**src/logic/mbo_regs.svh**
```systemverilog
// register offsets, field positions, reset values and timing counts of the tone output block
`ifndef MBO_REGS_SVH
`define MBO_REGS_SVH
`define MBO_ADDR_W        8
`define MBO_OFS_CTRL      8'h00
`define MBO_OFS_TEMPO     8'h04
`define MBO_OFS_STATUS    8'h08
`define MBO_OFS_MASK      8'h0C
`define MBO_BIT_MODE_LO   0
`define MBO_BIT_MODE_HI   1
`define MBO_BIT_BUZ_EN    2
`define MBO_BIT_MEL_ACT   3
`define MBO_BIT_MEL_START 4
`define MBO_BIT_MEL_END   0
`define MBO_TEMPO_W       4
`define MBO_RST_CTRL      2'h0
`define MBO_RST_TEMPO     4'h0
`define MBO_RESP_OKAY     2'h0
`define MBO_RESP_SLVERR   2'h2
`define MBO_TB_W          15
`define MBO_TAP_DIV8      2
`define MBO_TAP_DIV1024   9
`define MBO_TAP_DIV4096   11
`define MBO_TAP_DIV32768  14
`define MBO_UNIT_LAST     6'h3F
`define MBO_SINGLE_LAST   1'h1
`define MBO_TONE_OFFSET   8'h02
`define MBO_LEN_MIN       6'h01
`endif

```
**src/logic/mbo_pkg.sv**
```systemverilog
// types shared by the tone output block
`default_nettype none
package mbo_pkg;
   // one melody word as fetched from program memory
   typedef struct packed {
      logic       last;       // final word of a melody
      logic       spare_hi;   // carries no meaning
      logic [5:0] length;     // note length value
      logic       spare_lo;   // carries no meaning
      logic [6:0] tone;       // tone value
   } mbo_melody_word_s;
   // time-base taps and pulses from the low-speed counter
   typedef struct packed {
      logic tick;      // one-cycle pulse per low-speed rising edge
      logic edge_any;  // one-cycle pulse per low-speed edge, either way
      logic div8;      // carrier square wave
      logic div1024;   // single-tone timing tap
      logic div4096;   // intermittent gate
      logic div32768;  // slow gate
      logic fall1024;  // one-cycle pulse on falling div1024
   } mbo_taps_s;
   // buzzer pattern, codes in declaration order
   typedef enum logic [1:0] {BUZ_INTERMITTENT1, BUZ_INTERMITTENT2, BUZ_SINGLE, BUZ_CONTINUOUS} mbo_buz_mode_e;
   // melody sequencer
   typedef enum logic [1:0] {MEL_IDLE, MEL_FETCH, MEL_PLAY} mbo_mel_state_e;
endpackage : mbo_pkg
`default_nettype wire

```
**src/logic/mbo_timebase.sv**
```systemverilog
// low-speed time-base counter producing taps and edge pulses
`include "mbo_regs.svh"
`default_nettype none
module mbo_timebase
   import mbo_pkg::*;
(
   // clock and reset
   input  wire logic      aclk,
   input  wire logic      aresetn,
   // low-speed clock level, sampled on aclk
   input  wire logic      low_speed_timebase_clock,
   // taps
   output mbo_taps_s      taps
);
   logic                  lsc_prev_ff;   // previous low-speed level
   logic                  nxt_lsc_prev;
   logic [`MBO_TB_W-1:0]  cnt_ff;        // divider chain
   logic [`MBO_TB_W-1:0]  nxt_cnt;
   mbo_taps_s             taps_ff;       // registered taps
   mbo_taps_s             nxt_taps;

   // next counter and taps; counter advances on each low-speed rising edge
   always_comb begin
      nxt_lsc_prev = low_speed_timebase_clock;
      nxt_cnt      = cnt_ff;
      if (low_speed_timebase_clock && !lsc_prev_ff) begin
         nxt_cnt = cnt_ff + 1'b1;
      end
      nxt_taps.tick     = low_speed_timebase_clock & ~lsc_prev_ff;
      nxt_taps.edge_any = low_speed_timebase_clock ^ lsc_prev_ff;
      nxt_taps.div8     = nxt_cnt[`MBO_TAP_DIV8];
      nxt_taps.div1024  = nxt_cnt[`MBO_TAP_DIV1024];
      nxt_taps.div4096  = nxt_cnt[`MBO_TAP_DIV4096];
      nxt_taps.div32768 = nxt_cnt[`MBO_TAP_DIV32768];
      // falling tap seen against the registered copy
      nxt_taps.fall1024 = taps_ff.div1024 & ~nxt_cnt[`MBO_TAP_DIV1024];
   end

   // register stage
   always_ff @(posedge aclk) begin
      if (!aresetn) begin
         lsc_prev_ff <= 1'b0;
         cnt_ff      <= '0;
         taps_ff     <= '0;
      end else begin
         lsc_prev_ff <= nxt_lsc_prev;
         cnt_ff      <= nxt_cnt;
         taps_ff     <= nxt_taps;
      end
   end

   assign taps = taps_ff;
endmodule : mbo_timebase
`default_nettype wire

```
**src/logic/mbo_tone_output.sv**
```systemverilog
// melody and buzzer tone output block with axi4-lite registers
//
// Notes on behaviour
// (RL1) word bit 15 marks final melody word
// (RL2) final word starting raises melody-end interrupt
// (RL3) after final note, stop and fetch nothing
// (RL4) word bits 14 and 7 ignored
// (RL5) buzzer enable drives buzzer onto tone pin
// (RL6) two mode bits select four buzzer patterns
// (RL7) carrier is eighth of low-speed clock, square
// (RL8) intermittent 1 gated by 1/4096 tap
// (RL9) intermittent 2: 1/4096 tap and low 1/32768
// (RL10) single tone starts on enable rising
// (RL11) second 1/1024 fall clears enable, stops
// (RL12) continuous sounds while enable stays set
// (RL13) melody active flag suppresses buzzer output
// (RL14) melody start clears enable, melody takes pin
// (RL15) tone is twice low-speed clock over N+2
// (RL16) upper five tone bits zero means silence
// (RL17) length 64 ticks times tempo+1 times L+1
// (RL18) zero length behaves like length one
// (RL19) mode codes 0..3: int1, int2, single, continuous
`include "mbo_regs.svh"
`default_nettype none
module mbo_tone_output
   import mbo_pkg::*;
(
   // clock and reset
   input  wire logic                  aclk,
   input  wire logic                  aresetn,
   // axi4-lite write address
   input  wire logic [`MBO_ADDR_W-1:0] s_axi_awaddr,
   input  wire logic                  s_axi_awvalid,
   output logic                       s_axi_awready,
   // axi4-lite write data
   input  wire logic [31:0]           s_axi_wdata,
   input  wire logic [3:0]            s_axi_wstrb,
   input  wire logic                  s_axi_wvalid,
   output logic                       s_axi_wready,
   // axi4-lite write response
   output logic [1:0]                 s_axi_bresp,
   output logic                       s_axi_bvalid,
   input  wire logic                  s_axi_bready,
   // axi4-lite read address
   input  wire logic [`MBO_ADDR_W-1:0] s_axi_araddr,
   input  wire logic                  s_axi_arvalid,
   output logic                       s_axi_arready,
   // axi4-lite read data
   output logic [31:0]                s_axi_rdata,
   output logic [1:0]                 s_axi_rresp,
   output logic                       s_axi_rvalid,
   input  wire logic                  s_axi_rready,
   // melody word stream
   input  wire mbo_melody_word_s      melody_word,
   input  wire logic                  melody_word_valid,
   output logic                       melody_word_ready,
   // time base and pin
   input  wire logic                  low_speed_timebase_clock,
   output logic                       tone_output_pin,
   // interrupt
   output logic                       irq
);
   mbo_taps_s        taps;                 // time-base taps
   // bus state
   logic             aw_hold_ff,  nxt_aw_hold;   // write address captured
   logic             w_hold_ff,   nxt_w_hold;    // write data captured
   logic [`MBO_ADDR_W-1:0] waddr_ff, nxt_waddr;  // captured write address
   logic [31:0]      wdata_ff,    nxt_wdata;     // captured write data
   logic             wstrb0_ff,   nxt_wstrb0;    // low byte lane enable
   logic             awready_ff,  nxt_awready;
   logic             wready_ff,   nxt_wready;
   logic             bvalid_ff,   nxt_bvalid;
   logic [1:0]       bresp_ff,    nxt_bresp;
   logic             arready_ff,  nxt_arready;
   logic             rvalid_ff,   nxt_rvalid;
   logic [31:0]      rdata_ff,    nxt_rdata;
   logic [1:0]       rresp_ff,    nxt_rresp;
   // control state
   logic [1:0]       mode_ff,     nxt_mode;      // buzzer pattern select
   logic             buzzer_enable_ff, nxt_buzzer_enable;
   logic             buz_en_prev_ff,   nxt_buz_en_prev;
   logic             single_run_ff,    nxt_single_run;  // single tone in progress
   logic             single_falls_ff,  nxt_single_falls;
   logic [`MBO_TEMPO_W-1:0] tempo_ff, nxt_tempo;
   logic             status_ff,   nxt_status;    // sticky melody end
   logic             mask_ff,     nxt_mask;
   logic             irq_ff,      nxt_irq;
   // melody state
   mbo_mel_state_e   mel_state_ff, nxt_mel_state;
   logic             melody_active_flag;          // melody owns the pin
   logic             word_ready_ff, nxt_word_ready;
   logic             last_ff,     nxt_last;       // current note is final
   logic [6:0]       tone_ff,     nxt_tone;
   logic [11:0]      note_total_ff, nxt_note_total; // units of 64 ticks
   logic [11:0]      note_cnt_ff, nxt_note_cnt;
   logic [5:0]       unit_cnt_ff, nxt_unit_cnt;
   logic [7:0]       tone_cnt_ff, nxt_tone_cnt;   // low-speed edge count in period
   logic             pin_ff,      nxt_pin;
   // combinational helpers
   logic             wr_fire;                     // write performed this cycle
   logic             rd_fire;                     // read accepted this cycle
   logic             start_req;                   // software melody start
   logic [5:0]       len_eff;
   logic [4:0]       tempo_plus;
   logic [6:0]       len_plus;
   logic [7:0]       tone_period;
   logic             tone_silent;
   logic             melody_wave;
   logic             buz_gate;
   logic             buzzer_wave;

   // divider chain on the low-speed clock
   mbo_timebase u_timebase (
      .aclk                     (aclk),
      .aresetn                  (aresetn),
      .low_speed_timebase_clock (low_speed_timebase_clock),
      .taps                     (taps)
   );

   assign melody_active_flag = (mel_state_ff != MEL_IDLE);

   // next state of everything; bus decode, buzzer, melody and pin
   always_comb begin
      nxt_aw_hold = aw_hold_ff;
      nxt_w_hold  = w_hold_ff;
      nxt_waddr   = waddr_ff;
      nxt_wdata   = wdata_ff;
      nxt_wstrb0  = wstrb0_ff;
      nxt_bvalid  = bvalid_ff;
      nxt_bresp   = bresp_ff;
      nxt_rvalid  = rvalid_ff;
      nxt_rdata   = rdata_ff;
      nxt_rresp   = rresp_ff;
      nxt_mode    = mode_ff;
      nxt_buzzer_enable = buzzer_enable_ff;
      nxt_tempo   = tempo_ff;
      nxt_mask    = mask_ff;
      nxt_status  = status_ff;
      start_req   = 1'b0;
      // capture address and data in either order
      if (s_axi_awvalid && awready_ff) begin
         nxt_aw_hold = 1'b1;
         nxt_waddr   = s_axi_awaddr;
      end
      if (s_axi_wvalid && wready_ff) begin
         nxt_w_hold = 1'b1;
         nxt_wdata  = s_axi_wdata;
         nxt_wstrb0 = s_axi_wstrb[0];
      end
      wr_fire = aw_hold_ff && w_hold_ff && !bvalid_ff;
      if (wr_fire) begin
         nxt_aw_hold = 1'b0;
         nxt_w_hold  = 1'b0;
         nxt_bvalid  = 1'b1;
         nxt_bresp   = `MBO_RESP_OKAY;
         unique case (waddr_ff)
            `MBO_OFS_CTRL: if (wstrb0_ff) begin
               nxt_mode          = {wdata_ff[`MBO_BIT_MODE_HI], wdata_ff[`MBO_BIT_MODE_LO]}; // [RL6]
               nxt_buzzer_enable = wdata_ff[`MBO_BIT_BUZ_EN];
               start_req         = wdata_ff[`MBO_BIT_MEL_START];
            end
            `MBO_OFS_TEMPO:  if (wstrb0_ff) nxt_tempo = wdata_ff[`MBO_TEMPO_W-1:0];
            `MBO_OFS_MASK:   if (wstrb0_ff) nxt_mask  = wdata_ff[`MBO_BIT_MEL_END];
            `MBO_OFS_STATUS: nxt_bresp = `MBO_RESP_OKAY; // read-to-clear, writes ignored
            default:         nxt_bresp = `MBO_RESP_SLVERR;
         endcase
      end
      if (bvalid_ff && s_axi_bready) begin
         nxt_bvalid = 1'b0;
      end
      // read channel; status clears on read
      rd_fire = s_axi_arvalid && arready_ff;
      if (rvalid_ff && s_axi_rready) begin
         nxt_rvalid = 1'b0;
      end
      if (rd_fire) begin
         nxt_rvalid = 1'b1;
         nxt_rdata  = '0;
         nxt_rresp  = `MBO_RESP_OKAY;
         unique case (s_axi_araddr)
            `MBO_OFS_CTRL: begin
               nxt_rdata[`MBO_BIT_MODE_LO] = mode_ff[0];
               nxt_rdata[`MBO_BIT_MODE_HI] = mode_ff[1];
               nxt_rdata[`MBO_BIT_BUZ_EN]  = buzzer_enable_ff;
               nxt_rdata[`MBO_BIT_MEL_ACT] = melody_active_flag;
            end
            `MBO_OFS_TEMPO:  nxt_rdata[`MBO_TEMPO_W-1:0] = tempo_ff;
            `MBO_OFS_STATUS: begin
               nxt_rdata[`MBO_BIT_MEL_END] = status_ff;
               nxt_status = 1'b0;
            end
            `MBO_OFS_MASK:   nxt_rdata[`MBO_BIT_MEL_END] = mask_ff;
            default:         nxt_rresp = `MBO_RESP_SLVERR;
         endcase
      end
      nxt_awready = !nxt_aw_hold && !nxt_bvalid;
      nxt_wready  = !nxt_w_hold && !nxt_bvalid;
      nxt_arready = !nxt_rvalid;

      // melody sequencer
      nxt_mel_state  = mel_state_ff;
      nxt_word_ready = word_ready_ff;
      nxt_last       = last_ff;
      nxt_tone       = tone_ff;
      nxt_note_total = note_total_ff;
      nxt_note_cnt   = note_cnt_ff;
      nxt_unit_cnt   = unit_cnt_ff;
      nxt_tone_cnt   = tone_cnt_ff;
      len_eff        = (melody_word.length == '0) ? `MBO_LEN_MIN : melody_word.length; // [RL18]
      tempo_plus     = {1'b0, tempo_ff} + 5'h01;
      len_plus       = {1'b0, len_eff} + 7'h01;
      tone_period    = {1'b0, tone_ff} + `MBO_TONE_OFFSET;
      unique case (mel_state_ff)
         MEL_IDLE: begin
            if (start_req) begin
               nxt_mel_state  = MEL_FETCH;
               nxt_word_ready = 1'b1;
            end
         end
         MEL_FETCH: begin
            if (melody_word_valid && word_ready_ff) begin
               // spare bits 14 and 7 are never looked at
               nxt_word_ready = 1'b0; // [RL4]
               nxt_last       = melody_word.last; // [RL1]
               nxt_tone       = melody_word.tone;
               nxt_note_total = 12'(tempo_plus) * 12'(len_plus); // [RL17]
               nxt_note_cnt   = '0;
               nxt_unit_cnt   = '0;
               nxt_tone_cnt   = '0;
               nxt_mel_state  = MEL_PLAY;
               if (melody_word.last) begin
                  nxt_status = 1'b1; // [RL2]
               end
            end
         end
         MEL_PLAY: begin
            if (taps.edge_any) begin
               // one tone period spans N+2 low-speed edges
               nxt_tone_cnt = (tone_cnt_ff >= tone_period - 8'h01) ? 8'h00 : tone_cnt_ff + 8'h01; // [RL15]
            end
            if (taps.tick) begin
               nxt_unit_cnt = unit_cnt_ff + 6'h01;
               if (unit_cnt_ff == `MBO_UNIT_LAST) begin
                  nxt_note_cnt = note_cnt_ff + 12'h001;
                  if (note_cnt_ff == note_total_ff - 12'h001) begin
                     // final note ends the melody with no further fetch
                     nxt_mel_state  = last_ff ? MEL_IDLE : MEL_FETCH; // [RL3]
                     nxt_word_ready = !last_ff;
                  end
               end
            end
         end
      endcase

      // buzzer enable edge and single-tone timing
      nxt_buz_en_prev  = buzzer_enable_ff;
      nxt_single_run   = single_run_ff;
      nxt_single_falls = single_falls_ff;
      if (buzzer_enable_ff && !buz_en_prev_ff && mode_ff == BUZ_SINGLE) begin
         nxt_single_run   = 1'b1; // [RL10]
         nxt_single_falls = 1'b0;
      end else if (single_run_ff && taps.fall1024) begin
         nxt_single_falls = 1'b1;
         if (single_falls_ff == `MBO_SINGLE_LAST) begin
            nxt_single_run    = 1'b0; // [RL11]
            nxt_buzzer_enable = 1'b0; // [RL11]
         end
      end
      if (!nxt_buzzer_enable) begin
         nxt_single_run = 1'b0;
      end
      // melody start takes the pin from the buzzer
      if (mel_state_ff == MEL_IDLE && start_req) begin
         nxt_buzzer_enable = 1'b0; // [RL14]
         nxt_single_run    = 1'b0; // [RL14]
         nxt_buz_en_prev   = 1'b0;
      end

      // pattern gate; codes in mode type order
      unique case (mbo_buz_mode_e'(mode_ff)) // [RL19]
         BUZ_INTERMITTENT1: buz_gate = taps.div4096; // [RL8]
         BUZ_INTERMITTENT2: buz_gate = taps.div4096 & ~taps.div32768; // [RL9]
         BUZ_SINGLE:        buz_gate = single_run_ff;
         BUZ_CONTINUOUS:    buz_gate = 1'b1; // [RL12]
      endcase
      buzzer_wave = buzzer_enable_ff & buz_gate & taps.div8; // [RL5] [RL7]
      tone_silent = (tone_ff[6:2] == 5'h00); // [RL16]
      melody_wave = (mel_state_ff == MEL_PLAY) && !tone_silent && (tone_cnt_ff < {1'b0, tone_period[7:1]});
      // buzzer never reaches the pin while the melody owns it
      nxt_pin = melody_active_flag ? melody_wave : buzzer_wave; // [RL13]
      nxt_irq = nxt_status & nxt_mask;
   end

   // register stage
   always_ff @(posedge aclk) begin
      if (!aresetn) begin
         aw_hold_ff <= 1'b0;
         w_hold_ff  <= 1'b0;
         waddr_ff   <= '0;
         wdata_ff   <= '0;
         wstrb0_ff  <= 1'b0;
         awready_ff <= 1'b0;
         wready_ff  <= 1'b0;
         bvalid_ff  <= 1'b0;
         bresp_ff   <= `MBO_RESP_OKAY;
         arready_ff <= 1'b0;
         rvalid_ff  <= 1'b0;
         rdata_ff   <= '0;
         rresp_ff   <= `MBO_RESP_OKAY;
         mode_ff    <= `MBO_RST_CTRL;
         buzzer_enable_ff <= 1'b0;
         buz_en_prev_ff   <= 1'b0;
         single_run_ff    <= 1'b0;
         single_falls_ff  <= 1'b0;
         tempo_ff   <= `MBO_RST_TEMPO;
         status_ff  <= 1'b0;
         mask_ff    <= 1'b0;
         irq_ff     <= 1'b0;
         mel_state_ff  <= MEL_IDLE;
         word_ready_ff <= 1'b0;
         last_ff       <= 1'b0;
         tone_ff       <= '0;
         note_total_ff <= '0;
         note_cnt_ff   <= '0;
         unit_cnt_ff   <= '0;
         tone_cnt_ff   <= '0;
         pin_ff        <= 1'b0;
      end else begin
         aw_hold_ff <= nxt_aw_hold;
         w_hold_ff  <= nxt_w_hold;
         waddr_ff   <= nxt_waddr;
         wdata_ff   <= nxt_wdata;
         wstrb0_ff  <= nxt_wstrb0;
         awready_ff <= nxt_awready;
         wready_ff  <= nxt_wready;
         bvalid_ff  <= nxt_bvalid;
         bresp_ff   <= nxt_bresp;
         arready_ff <= nxt_arready;
         rvalid_ff  <= nxt_rvalid;
         rdata_ff   <= nxt_rdata;
         rresp_ff   <= nxt_rresp;
         mode_ff    <= nxt_mode;
         buzzer_enable_ff <= nxt_buzzer_enable;
         buz_en_prev_ff   <= nxt_buz_en_prev;
         single_run_ff    <= nxt_single_run;
         single_falls_ff  <= nxt_single_falls;
         tempo_ff   <= nxt_tempo;
         status_ff  <= nxt_status;
         mask_ff    <= nxt_mask;
         irq_ff     <= nxt_irq;
         mel_state_ff  <= nxt_mel_state;
         word_ready_ff <= nxt_word_ready;
         last_ff       <= nxt_last;
         tone_ff       <= nxt_tone;
         note_total_ff <= nxt_note_total;
         note_cnt_ff   <= nxt_note_cnt;
         unit_cnt_ff   <= nxt_unit_cnt;
         tone_cnt_ff   <= nxt_tone_cnt;
         pin_ff        <= nxt_pin;
      end
   end

   // outputs straight from flops
   assign s_axi_awready     = awready_ff;
   assign s_axi_wready      = wready_ff;
   assign s_axi_bvalid      = bvalid_ff;
   assign s_axi_bresp       = bresp_ff;
   assign s_axi_arready     = arready_ff;
   assign s_axi_rvalid      = rvalid_ff;
   assign s_axi_rdata       = rdata_ff;
   assign s_axi_rresp       = rresp_ff;
   assign melody_word_ready = word_ready_ff;
   assign tone_output_pin   = pin_ff;
   assign irq               = irq_ff;
endmodule : mbo_tone_output
`default_nettype wire

```
**config.mk**
```make
export PLATFORM = sky130hd
export DESIGN_NAME = mbo_tone_output
export DESIGN_NICKNAME = d
export VERILOG_FILES = /design/src/logic/mbo_pkg.sv /design/src/logic/mbo_timebase.sv /design/src/logic/mbo_tone_output.sv
export VERILOG_INCLUDE_DIRS = /design/src /design/src/logic
export SDC_FILE = /design/constraint.sdc
export NUM_CORES = 1
export LEC_CHECK = 0
export CAP_MARGIN = 25
export CORE_MARGIN = 3
export CORE_UTILIZATION = 45
export CTS_CLUSTER_SIZE = 12
export DETAILED_ROUTE_END_ITERATION = 10
export DONT_BUFFER_PORTS = 1
export PLACE_DENSITY = 0.58
export SETUP_SLACK_MARGIN = 0.02
export SLEW_MARGIN = 20
export SYNTH_ARGS = -nofsm -noshare
export SYNTH_HDL_FRONTEND = slang
export SYNTH_SLANG_ARGS = --single-unit
```
**constraint.sdc**
```tcl
create_clock -name aclk -period 8.4 [get_ports aclk]
set_input_delay 0.84 -clock aclk [delete_from_list [all_inputs] [get_ports aclk]]
set_output_delay 0.84 -clock aclk [all_outputs]
set_load 0.1 [all_outputs]
```
==> metrics.md, run 1 <==
| Metric | Value |
|---|---|
| Outcome | complete, no violations |
| Synth Cell Area | 6573 sq um |
| Grt total ovfl | 0 |
| Post-Synthesis Cells | 801 |
| Pre-CTS setup slack | 3.401 ns |
| Internal cell power | 745.5 uW |
| GR Util met2 | 0.2889 |
| Final Max Tran Viols | 0 |
| Hold_sp | waddr_ff[0] |
| FF+latch count, synth | 108 |
| Drt wl/cell | 14.14 microns |
| Switching pwr | 302.6 uW |
| Peak supply drop | 0.1060 mV |
| Sequential power share | 0.513 |
| Most instantiated library cell after synthesis | dfxtp_1 |
| Die H | 126.9 microns |
| Post_cts resized | 0 |
| GRT Total Usage | 0.1761 |
| CP most frequent cell | fa_1 |
| Setup TNS | 0 ns |
| Non-Filler Instances | 973 |
| Setup crit end kind | flop |
| WL final | 13760 microns |
| Dpl cells | 958 |
| Row count | 43 |
| Router iterations before antenna repair | 4 |
| Clock Path Buffers | 2 |
| Via/cell ratio | 5.328 |
| Reg2Reg Setup Slack | 3.81 ns |
| Critical Path RT | 8.64 ns |
| Met1 Usage GRT | 0.2249 |
| Layout area overhead | 4.645% |
| PnR worst setup slack | 3.763 ns |
| Boundary Pins | 121 |
| Top-area cell type share of the netlist area | 0.3290 |
| Worst slew margin | 0.3226 |
| Finish-stage setup viols | 0 |
| Ys Warns | 0 |
| Antenna viol nets, final | 0 |
| Synth top area cells | dfxtp_1 (33%), ha_1 (8.4%), nand2_1 (5.4%) |
| Vias in the first global route | 4980 |
| Critical Path Fanout Max | 5 |
| Initial DRC count | 289 |
| Worst-path clk slew | 0.07 ns |
| Core footprint | 14100 sq um |
| CTS tree | built |
| H-tree depth reported by CTS | 3 |
| Cell taking the most area after synthesis | dfxtp_1 |
| Worst setup SP type | input port |
| Share of cells above drive strength 1 | 0.05170 |
| Diode count | 0 |
| Register area share after synthesis | 0.3290 |
| M3 GR Usage | 0.05853 |
| Worst path arrival time | 4.88 ns |
| First-pass GRT wire length | 23360 microns |
| Antenna violations before repair | 0 |
| GPL Wtd Cong | 0.8630 |
| Worst r2r src | tempo_ff[0] |
| Distinct cells, synth | 68 |
| Clk_skew | 0.007178 ns |
| IO buf count | 0 |
| CTS Hold Buffers Added | 0 |
| DR vias | 5184 |
| Clock group share of total power | 0.388 |
| Most used routing layer | met2 |
| Slowest library cell on the worst path | or4_1 |
| Die Footprint | 16090 sq um |
| Syn Area/Cell | 8.205 sq um |
| Pin count of the biggest net entering global routing | 75 |
| Total CTS buffers | 9 |
| DR DRC count | 0 |
| Hold Fails Final Rpt | 0 |
| Pwr dens | 152.4 nW/um^2 |
| Max_cap viols | 0 |
| Post-synth top cells | dfxtp_1 (108), nand2_1 (95), nor2_1 (94) |
| Worst skew pair latency | 0.36 ns |
| RSZ-0062 raised after global routing | false |
| Crit path launch | melody_word[12] |
| CP delay by family, top | adder cells |
| Final design utilization | 0.4879 |
| Final Cycle Share | 0.5520 |
| Lkg Pwr | 2.730 nW |
| Clock net sink count | 108 |
| Post-layout nets | 925 |
| Min Clock Period, post-route | 4.637 ns |
| Switching portion of total power | 0.2887 |
| Async S/R FF share, synth | 0 |
| Worst Hold Class | flop to flop |
| Post-CTS Repair Setup Buffers | 0 |
| Combinational share of power | 0.099 |
| Critical Setup Path Class | input port to flop |
| Starting Density | 0.4663 |
| EDFF count, synth | 0 |
| Root buffer cell | clkbuf_16 |
| Slew @ Worst Pin | 1.015 ns |
| Die width | 126.9 microns |
| Detailed Place HPWL | 10460 microns |
| Worst Path Buf+Inv | 1 |
| Top FF cell, synth | dfxtp_1 |
| Max Freq | 0.2157 GHz |
| Sequence of cells on the critical path | or4_1 -> o21bai_1 -> or2_2 -> fa_1 -> fa_1 -> fa_1 -> inv_1 -> ha_1 -> a21o_1 -> a21oi_1 -> o21ai_0 -> o41ai_1 -> or4_1 -> nand3_1 |
| Crit path largest cell delay | 0.54 ns |
| Power Total | 1.048 mW |
[final timing paths]
path	end	cells past startpoint
worst max-delay path	note_total_ff[10]	14
worst min-delay path	waddr_ff[0]	2
worst max register to register	note_total_ff[10]	14
worst min register to register	waddr_ff[0]	2
[flip-flops by register name (all words and copies together), names as in the netlist, 2 cells and up]
register	count
tone_cnt_ff	8
note_cnt_ff	12
unit_cnt_ff	6
wdata_ff	5
u_timebase.cnt_ff	14
waddr_ff	8
mel_state_ff	2
u_timebase.taps	4
note_total_ff	12
tone_ff	7
mode_ff	2
tempo_ff	4
s_axi_rdata	4
[routing by layer]
layer / vias up / wire [microns]
li1: 2666 / -
met1: 2395 / 6377
met2: 110 / 6392
met3: 13 / 848
met4: 0 / 143
met5: - / 0
[layout by cell type (no fill, tap or decap), types with 13 or more instances in the layout]
master and n:
a21oi_1 60, nand4_1 14, ha_1 44, and3_1 13
o21ai_0 15, dfxtp_1 108, xnor2_1 30, conb_1 30
fa_1 15, inv_1 40, xor2_1 27, nand2_1 95
nor3_1 13, nor2_1 94, nand3_1 43
[final cells by class]
type | count | area [sq um]
clock buffer | 10 | 239.0
clock inverter | 5 | 42.54
fill | 1409 | 7218
inverter | 41 | 153.9
multi-input combinational | 625 | 4025
sequential | 108 | 2162
tap | 180 | 225.2
timing repair buffer | 4 | 30.03
[worst min-delay path, cell delays in order, from the launching register on]
cell     delay [ns]
dfxtp_1        0.31
nand2_1        0.05
a21oi_1        0.05
[power groups by stage]
| stage | registers (mW) | clock network, mW | logic (mW) |
|---|---|---|---|
| 6_report | 0.537 | 0.407 | 0.104 |
| 4_1_cts | 0.537 | 0.424 | 0.103 |
| 3_5_place_dp | 0.550 | 0 | 0.103 |
| 5_1_grt | 0.539 | 0.442 | 0.110 |
| 3_3_place_gp | 0.549 | 0 | 0.102 |
| 2_1_floorplan | 0.552 | 0 | 0.104 |
[stage by stage]
stage / hold slack (ns) / cell area, sq um
3_5_place_dp: 0.4460 / 6596
2_1_floorplan: 0.4308 / 6681
6_report: 0.4547 / 6878
3_3_place_gp: 0.4374 / 6596
5_1_grt: 0.4793 / 6878
4_1_cts: 0.4564 / 6878
[kinds of logic after synthesis]
group,Yosys count,synth area share
other,1,0.0005706
XOR/XNOR,57,0.07596
AO/OA/AOI/OAI,125,0.1180
adder cells (fa/ha/maj),59,0.1295
buffers and inverters,97,0.07520
flip-flops,108,0.3290
AND/OR/NAND/NOR,343,0.2528
multiplexers,11,0.01904
Power figures use the tool's default switching activity.
==> inputs of run 2 (changes only) <==
ABC_AREA = 1   (was default)
PLACE_DENSITY = 0.6   (was 0.58)
clock period = 3.75 ns   (was 8.4 ns; I/O delays follow)
==> run 2 against run 1 <==
Register-to-register slack got worse by 3.7 ns. Synthesized cell count increased by 19%. Clock skew increased by 0.0019 ns. Global-route usage increased by 0.83 points. Worst hold slack got worse by 0.34 ns. Routed wire length increased by 7.5%. First-iteration DRC count decreased by 11%. Combinational power increased to 6.5 times the previous value. Area after synthesis increased by 3.2%. Clock power increased by 140%. Via count increased by 12%. Critical path depth increased by 4. Largest power group unchanged.
==> metrics.md, run 2 <==
| Metric | Value |
|---|---|
| Outcome | complete, no violations |
| Die H | 128.8 microns (+1.5%) |
| DR vias | 5813 (+12%) |
| Peak supply drop | 0.2688 mV (+150%) |
| CP most frequent cell | fa_1 |
| Max_cap viols | 0 (unchanged) |
| Setup crit end kind | flop |
| Synth Area in Compound Gates | 0.1289 (+0.01087) |
| Post-Synthesis Cells | 953 (+19%) |
| Final Max Tran Viols | 0 (unchanged) |
| Critical Path Fanout Max | 4 (-1) |
| Xor/xnor share of the synthesized area | 0.02969 (-0.04627) |
| Commonest non-fill, non-tap cells in the layout | nand2_1 (150), inv_1 (138), nor2_1 (118) |
| H-tree depth reported by CTS | 3 (unchanged) |
| Worst Hold Class | input port to flop |
| Die Footprint | 16590 sq um (+3.1%) |
| Slew @ Worst Pin | 1.012 ns (-0.003186 ns) |
| Worst Path Buf+Inv | 4 (+3) |
| Clock Path Buffers | 2 (unchanged) |
| Commonest non-fill, non-tap cell in the layout | nand2_1 |
| Worst skew pair latency | 0.35 ns (about the same) |
| Pin count of the biggest net entering global routing | 52 (-31%) |
| Vias in the first global route | 5503 (+11%) |
| Distinct cells, synth | 50 (-26%) |
| Worst r2r src | tempo_ff[0] |
| Hold Crit Depth | 2 (unchanged) |
| Most instantiated library cell after synthesis | nand2_1 |
| Finish-stage setup viols | 0 (unchanged) |
| Power Total | 2.921 mW (+180%) |
| Router iterations before antenna repair | 4 (unchanged) |
| Starting Density | 0.4633 (-0.002924) |
| Detailed Place HPWL | 11340 microns (+8.5%) |
| Diode count | 0 (unchanged) |
| Async S/R FF share, synth | 0 (unchanged) |
| GRT Total Usage | 0.1844 (+0.008311) |
| Synth Area in Simple Gates | 0.2727 (+0.01992) |
| Lkg Pwr | 3.455 nW (+27%) |
| Clock net sink count | 108 (unchanged) |
| Biggest regs | u_timebase.cnt_ff x14, note_cnt_ff x12, note_total_ff x12 |
| Max Freq | 0.2771 GHz |
| Top-area cell type share of the netlist area | 0.3186 (-0.01031) |
| Hold_sp | low_speed_timebase_clock |
| Core footprint | 14640 sq um (+3.9%) |
| Antenna viol nets, final | 0 (unchanged) |
| Die width | 128.8 microns (+1.5%) |
| Pwr dens | 383.5 nW/um^2 (+150%) |
| CTS tree | built |
| Antenna violations before repair | 0 (unchanged) |
| Register area share after synthesis | 0.3186 (-0.01031) |
| Row count | 44 (+2.3%) |
| First-pass GRT wire length | 25140 microns (+7.6%) |
| Initial DRC count | 256 (-11%) |
| Critical Path RT | 4.00 ns (-4.64 ns) |
| Min Clock Period, post-route | 3.608 ns |
| Synth top area cells | dfxtp_1 (32%), nand2_1 (8.6%), ha_1 (8.1%) |
| Post-layout nets | 1124 (+22%) |
| CP delay by family, top | adder cells |
| Sequence of cells on the critical path | ha_4 -> xor2_4 -> buf_6 -> nand3_4 -> fa_1 -> fa_1 -> fa_1 -> inv_2 -> ha_4 -> nand2_1 -> nor2_2 -> nand3_1 -> nand4_1 -> nand2_1 -> inv_1 -> o21ai_1 -> o211ai_1 -> inv_1 |
| Worst path arrival time | 3.85 ns (-1.03 ns) |
| Hold Path End | u_timebase.lsc_prev_ff |
| FF+latch count, synth | 108 (unchanged) |
| Reg2Reg Setup Slack | 0.14 ns (-3.67 ns) |
| Reg with most FFs | u_timebase.cnt_ff |
| Final design utilization | 0.5201 (+0.03215) |
| Syn Area/Cell | 7.120 sq um (-13%) |
| Worst setup SP type | flop |
| Hold Fails Final Rpt | 0 (unchanged) |
| Drt wl/cell | 12.57 microns (-11%) |
| IO buf count | 0 (unchanged) |
| R2r endpoint | note_total_ff[11] |
| Post-synthesis mux area share | 0 (-0.01904) |
| EDFF count, synth | 0 (unchanged) |
| Synth Cell Area | 6785 sq um (+3.2%) |
| Post-Synth Adder-Cell Area | 0.1254 (-0.004058) |
| Critical Setup Path Class | flop to flop |
| Final Cycle Share | 0.9622 |
| Largest family of logic cells by synthesized area | simple AND/OR/NAND/NOR gates |
| Boundary Pins | 121 (unchanged) |
| Cell taking the most area after synthesis | dfxtp_1 |
| Largest register FFs | 14 (unchanged) |
| RSZ-0062 raised after global routing | true |
| Post-synth top cells | nand2_1 (155), inv_1 (146), nor2_1 (127) |
| Reg2reg path depth | 18 (+4) |
| Share of cells above drive strength 1 | 0.1239 (+0.07216) |
| Crit path largest cell delay | 0.53 ns (about the same) |
| GPL Wtd Cong | 0.8371 (-3.0%) |
| Root buffer cell | clkbuf_16 |
| WL final | 14800 microns (+7.5%) |
| Top FF cell, synth | dfxtp_1 |
| Worst-path clk slew | 0.08 ns (about the same) |
| Non-Filler Instances | 1177 (+21%) |
| Dpl cells | 1159 (+21%) |
| DR DRC count | 0 (unchanged) |
| Worst slew margin | 0.3247 (+0.002127) |
| Grt total ovfl | 0 (unchanged) |
| Clk_skew | 0.009107 ns (+0.001929 ns) |
| Via/cell ratio | 4.939 (-7.3%) |
| Layout area overhead | 12.24% |
| Total CTS buffers | 9 (unchanged) |
| Ys Warns | 0 (unchanged) |
| Slowest library cell on the worst path | fa_1 |
## run 2: changes by cell type in the layout (fill, tap and decap cells not counted), moves of 13 or more
cell     delta
nand2_1    +55
xor2_1     -13
nor2_1     +24
o21ai_0    +45
buf_4      +31
xnor2_1    -22
inv_1      +98
## run 2: routing by layer
layer	part of all wire	routed length [microns]	vias to the layer above	global-route usage
met2	0.45	6671	90	0.2988
met4	0.011	159	0	0.03830
met1	0.49	7238	2614	0.2507
met3	0.049	729	16	0.04608
met5	0	0	-	0
li1	-	-	3093	-
## run 2: layout make-up
type | count | area (sq um)
Clock buffer | 11 | 232.7
Timing Repair Buffer | 36 | 274.0
Inverter | 152 | 573.1
Multi-Input combinational cell | 681 | 4065
Sequential cell | 108 | 2173
Clock inverter | 5 | 67.56
Tap cell | 184 | 230.2
Fill cell | 1480 | 7028
## run 2: what timing repair did
action / CTS / global route
setup endpoints to repair: 5 / 7
hold buffers: 0 / 0
setup buffers: 0 / 2
gates resized for setup: 9 / 36
pin swaps: 4 / 24
## run 2: power breakdown
group	internal (mW)	switching (mW)	leakage, nW
Clock	0.530	0.452	0.147
Combinational	0.179	0.497	2.43
Sequential	1.20	0.0657	0.879
Total	1.91	1.01	3.46
## run 2: worst max-delay path by stage
| stage | start | cells after the start | endpoint | slack, ns |
|---|---|---|---|---|
| floorplan | melody_word[9] | 18 | note_total_ff[8] | 0.01 |
| CTS | tempo_ff[0] | 21 | note_total_ff[11] | 0.02 |
| global route | tempo_ff[0] | 19 | note_total_ff[9] | -0.06 |
| detailed placement | melody_word[9] | 18 | note_total_ff[8] | -0.19 |
| global placement | melody_word[9] | 22 | note_total_ff[11] | -0.14 |
| finish | tempo_ff[0] | 18 | note_total_ff[11] | 0.14 |
## run 2: through the flow
stage | cell area (sq um) | setup slack [ns] | hold slack [ns] | TNS [ns]
floorplan | 6949 | 0.01071 | 0.4266 | 0
CTS | 7493 | 0.02301 | 0.1080 | 0
finish | 7616 | 0.1418 | 0.1168 | 0
global route | 7616 | -0.05505 | 0.1135 | -0.1228
global placement | 7163 | -0.1352 | 0.4539 | -0.4792
detailed placement | 7163 | -0.1943 | 0.4528 | -0.8604
## run 2: logic make-up after synthesis
group,after synthesis
other,1
xor gates and xnor gates,23
adders and majority gates,59
buffers and inverters,193
DFF,108
AOI/OAI and AO/OA,160
and+or+nand+nor,409
## run 2: worst reg2reg max path, delay by kind of cell (launching register included)
kind | cells | cell delay (ns)
AOI/OAI and AO/OA | 2 | 0.16
xor gates and xnor gates | 1 | 0.18
adders and majority gates | 5 | 1.95
buffers and inverters | 4 | 0.27
DFF | 1 | 0.38
and+or+nand+nor | 6 | 0.58
==> inputs of run 3 (changes only) <==
ABC_AREA = default   (was 1)
==> run 3 against run 2 <==
First-iteration DRC count fell by 10%. Sequential share of layout area is 0.70 points higher. Critical endpoint is now note_total_ff[10]. Largest cell class unchanged. Sequential cell count stayed put. Largest power group unchanged. Critical path type unchanged.
==> metrics.md, run 3 (synthesized netlist as in run 1, its figures left out) <==
| Metric | Value |
|---|---|
| Die width | 126.9 microns (-1.5%) |
| Antenna violations before repair | 0 (unchanged) |
| Final Max Tran Viols | 0 (unchanged) |
| Design Area, Final | 7428 sq um (-2.5%) |
| IO buf count | 0 (unchanged) |
| GPL Wtd Cong | 0.8111 (-3.1%) |
| H-tree depth reported by CTS | 3 (unchanged) |
| Core footprint | 14100 sq um (-3.7%) |
| Worst skew pair latency | 0.35 ns (about the same) |
| Vias in the first global route | 5441 (-1.1%) |
| RSZ-0062 raised after global routing | true |
| Worst slew margin | 0.3395 (+0.01481) |
| Drt wl/cell | 13.96 microns (+11%) |
| Non-Filler Instances | 1011 (-14%) |
| Boundary Pins | 121 (unchanged) |
| Die H | 126.9 microns (-1.5%) |
| Total CTS buffers | 9 (unchanged) |
| Antenna viol nets, final | 0 (unchanged) |
| Worst setup SP type | flop |
| Post-layout nets | 962 (-14%) |
| Hold Fails Final Rpt | 0 (unchanged) |
| # fillers | 1356 (-8.4%) |
| Biggest regs | u_timebase.cnt_ff x14, note_cnt_ff x12, note_total_ff x12 |
| Pre-CTS setup slack | -0.3932 ns (-0.1989 ns) |
| Commonest non-fill, non-tap cells in the layout | dfxtp_1 (104), nand2_1 (93), nor2_1 (89) |
| Critical Path Fanout Max | 6 (+2) |
| Share of cells above drive strength 1 | 0.1384 (+0.01452) |
| Setup crit end kind | flop |
| Slowest library cell on the worst path | fa_1 |
| Worst-path clk slew | 0.08 ns (about the same) |
| WL final | 14120 microns (-4.6%) |
| Clock Path Buffers | 2 (unchanged) |
| Placed cell area | 6907 sq um (-3.6%) |
| Root buffer cell | clkbuf_16 |
| Max Freq | 0.2689 GHz (-3.0%) |
| Via/cell ratio | 5.388 (+9.1%) |
| Die Footprint | 16090 sq um (-3.0%) |
| DR vias | 5447 (-6.3%) |
| Reg with most FFs | u_timebase.cnt_ff |
| GRT Total Usage | 0.1829 (-0.001555) |
| Slew @ Worst Pin | 0.9893 ns (-0.02219 ns) |
| Pwr dens | 331.7 nW/um^2 (-14%) |
| Clk_skew | 0.006892 ns (-0.002215 ns) |
| Critical Path RT | 3.99 ns (about the same) |
| Dpl cells | 994 (-14%) |
| Worst Hold Class | input port to flop |
| Area occupied by multi-input gates | 4238 sq um (+4.2%) |
| Lkg Pwr | 2.970 nW (-14%) |
| Register Area | 2172 sq um (about the same) |
| CP most frequent cell | fa_1 |
| Largest register FFs | 14 (unchanged) |
| Max_cap viols | 0 (unchanged) |
| Detailed Place HPWL | 10620 microns (-6.3%) |
| Starting Density | 0.4663 (+0.002924) |
| Finish-stage setup viols | 0 (unchanged) |
| DR DRC count | 0 (unchanged) |
| Router iterations before antenna repair | 4 (unchanged) |
| Final Cycle Share | 0.9917 (+0.02952) |
| CTS tree | built |
| Worst hold slack | 0.1439 ns (+0.02708 ns) |
| Diode count | 0 (unchanged) |
| First-pass GRT wire length | 24650 microns (-1.9%) |
| Grt total ovfl | 0 (unchanged) |
| Clock net sink count | 108 (unchanged) |
| Initial DRC count | 230 (-10%) |
| Outcome | complete, no violations |
| Sequence of cells on the critical path | ha_4 -> xnor2_4 -> or2_4 -> fa_1 -> fa_1 -> fa_1 -> inv_2 -> ha_4 -> a21o_1 -> a21oi_2 -> o21ai_2 -> o41ai_2 -> or4_1 -> nand3_1 |
| Commonest non-fill, non-tap cell in the layout | dfxtp_1 |
| Min Clock Period, post-route | 3.719 ns (+0.1107 ns) |
| Critical Setup Path Class | flop to flop |
| Peak supply drop | 0.3187 mV (+19%) |
| Crit path largest cell delay | 0.53 ns (about the same) |
| Worst path arrival time | 3.96 ns (+0.11 ns) |
| Layout area overhead | 13.02% |
| Pin count of the biggest net entering global routing | 76 (+46%) |
| Row count | 43 (-2.3%) |
| PnR worst setup slack | 0.03106 ns (-0.1107 ns) |
run 3: final timing paths:
path               startpoint                endpoint  slack [ns]  cells after the start
hold / removal        aresetn  u_timebase.lsc_prev_ff        0.14                      1
setup / recovery  tempo_ff[0]       note_total_ff[10]        0.03                     14
setup reg to reg  tempo_ff[0]       note_total_ff[10]        0.03                     14
hold reg to reg   waddr_ff[5]             waddr_ff[5]        0.45                      2
run 3: final cells by class:
cell class / instances / area share
repair buffers: 41 / 0.04295
inverters: 41 / 0.02105
multi-input cells: 625 / 0.5705
flip-flops and latches: 108 / 0.2924
clock buffers: 10 / 0.03217
well taps: 180 / 0.03032
clock inverters: 6 / 0.01061
run 3: per-layer routing:
layer  GRT usage  wire length, microns  vias to the layer above
met5           0                     0                        -
met3     0.04968                   852                       17
li1            -                     -                     2732
met4     0.05489                   249                        0
met2      0.2979                  6475                      132
met1      0.2377                  6537                     2566
run 3: per-stage QoR:
stage | setup TNS (ns) | power, mW | util
6_report | 0 | 2.464 | 0.5270
3_5_place_dp | -1.932 | 1.478 | 0.4900
4_1_cts | -0.04011 | 2.492 | 0.5212
2_1_floorplan | -0.8898 | 1.472 | -
3_3_place_gp | -1.537 | 1.476 | 0.4900
5_1_grt | -0.5664 | 2.552 | 0.5270
run 3: worst max-delay path: cells and delay by family (launching register included):
family,cells,cell delay (ns)
adder cells (fa/ha/maj),5,1.88
AO/OA/AOI/OAI,4,0.67
AND/OR/NAND/NOR,3,0.47
flip-flops,1,0.37
XOR/XNOR,1,0.17
buffers and inverters,1,0.05
run 3: what timing repair did:
item,4_1_cts,5_1_grt
setup buffers,1,1
pin swaps,14,12
hold buffers,0,0
setup endpoints to repair,7,7
gates resized for setup,25,16
run 3: where the power goes:
part / total (mW) / leakage (nW) / switching (mW) / internal, mW
combinational: 0.262 / 1.94 / 0.214 / 0.0476
sequential: 1.19 / 0.876 / 0.0316 / 1.16
clock: 1.01 / 0.157 / 0.457 / 0.551
total: 2.46 / 2.97 / 0.703 / 1.76
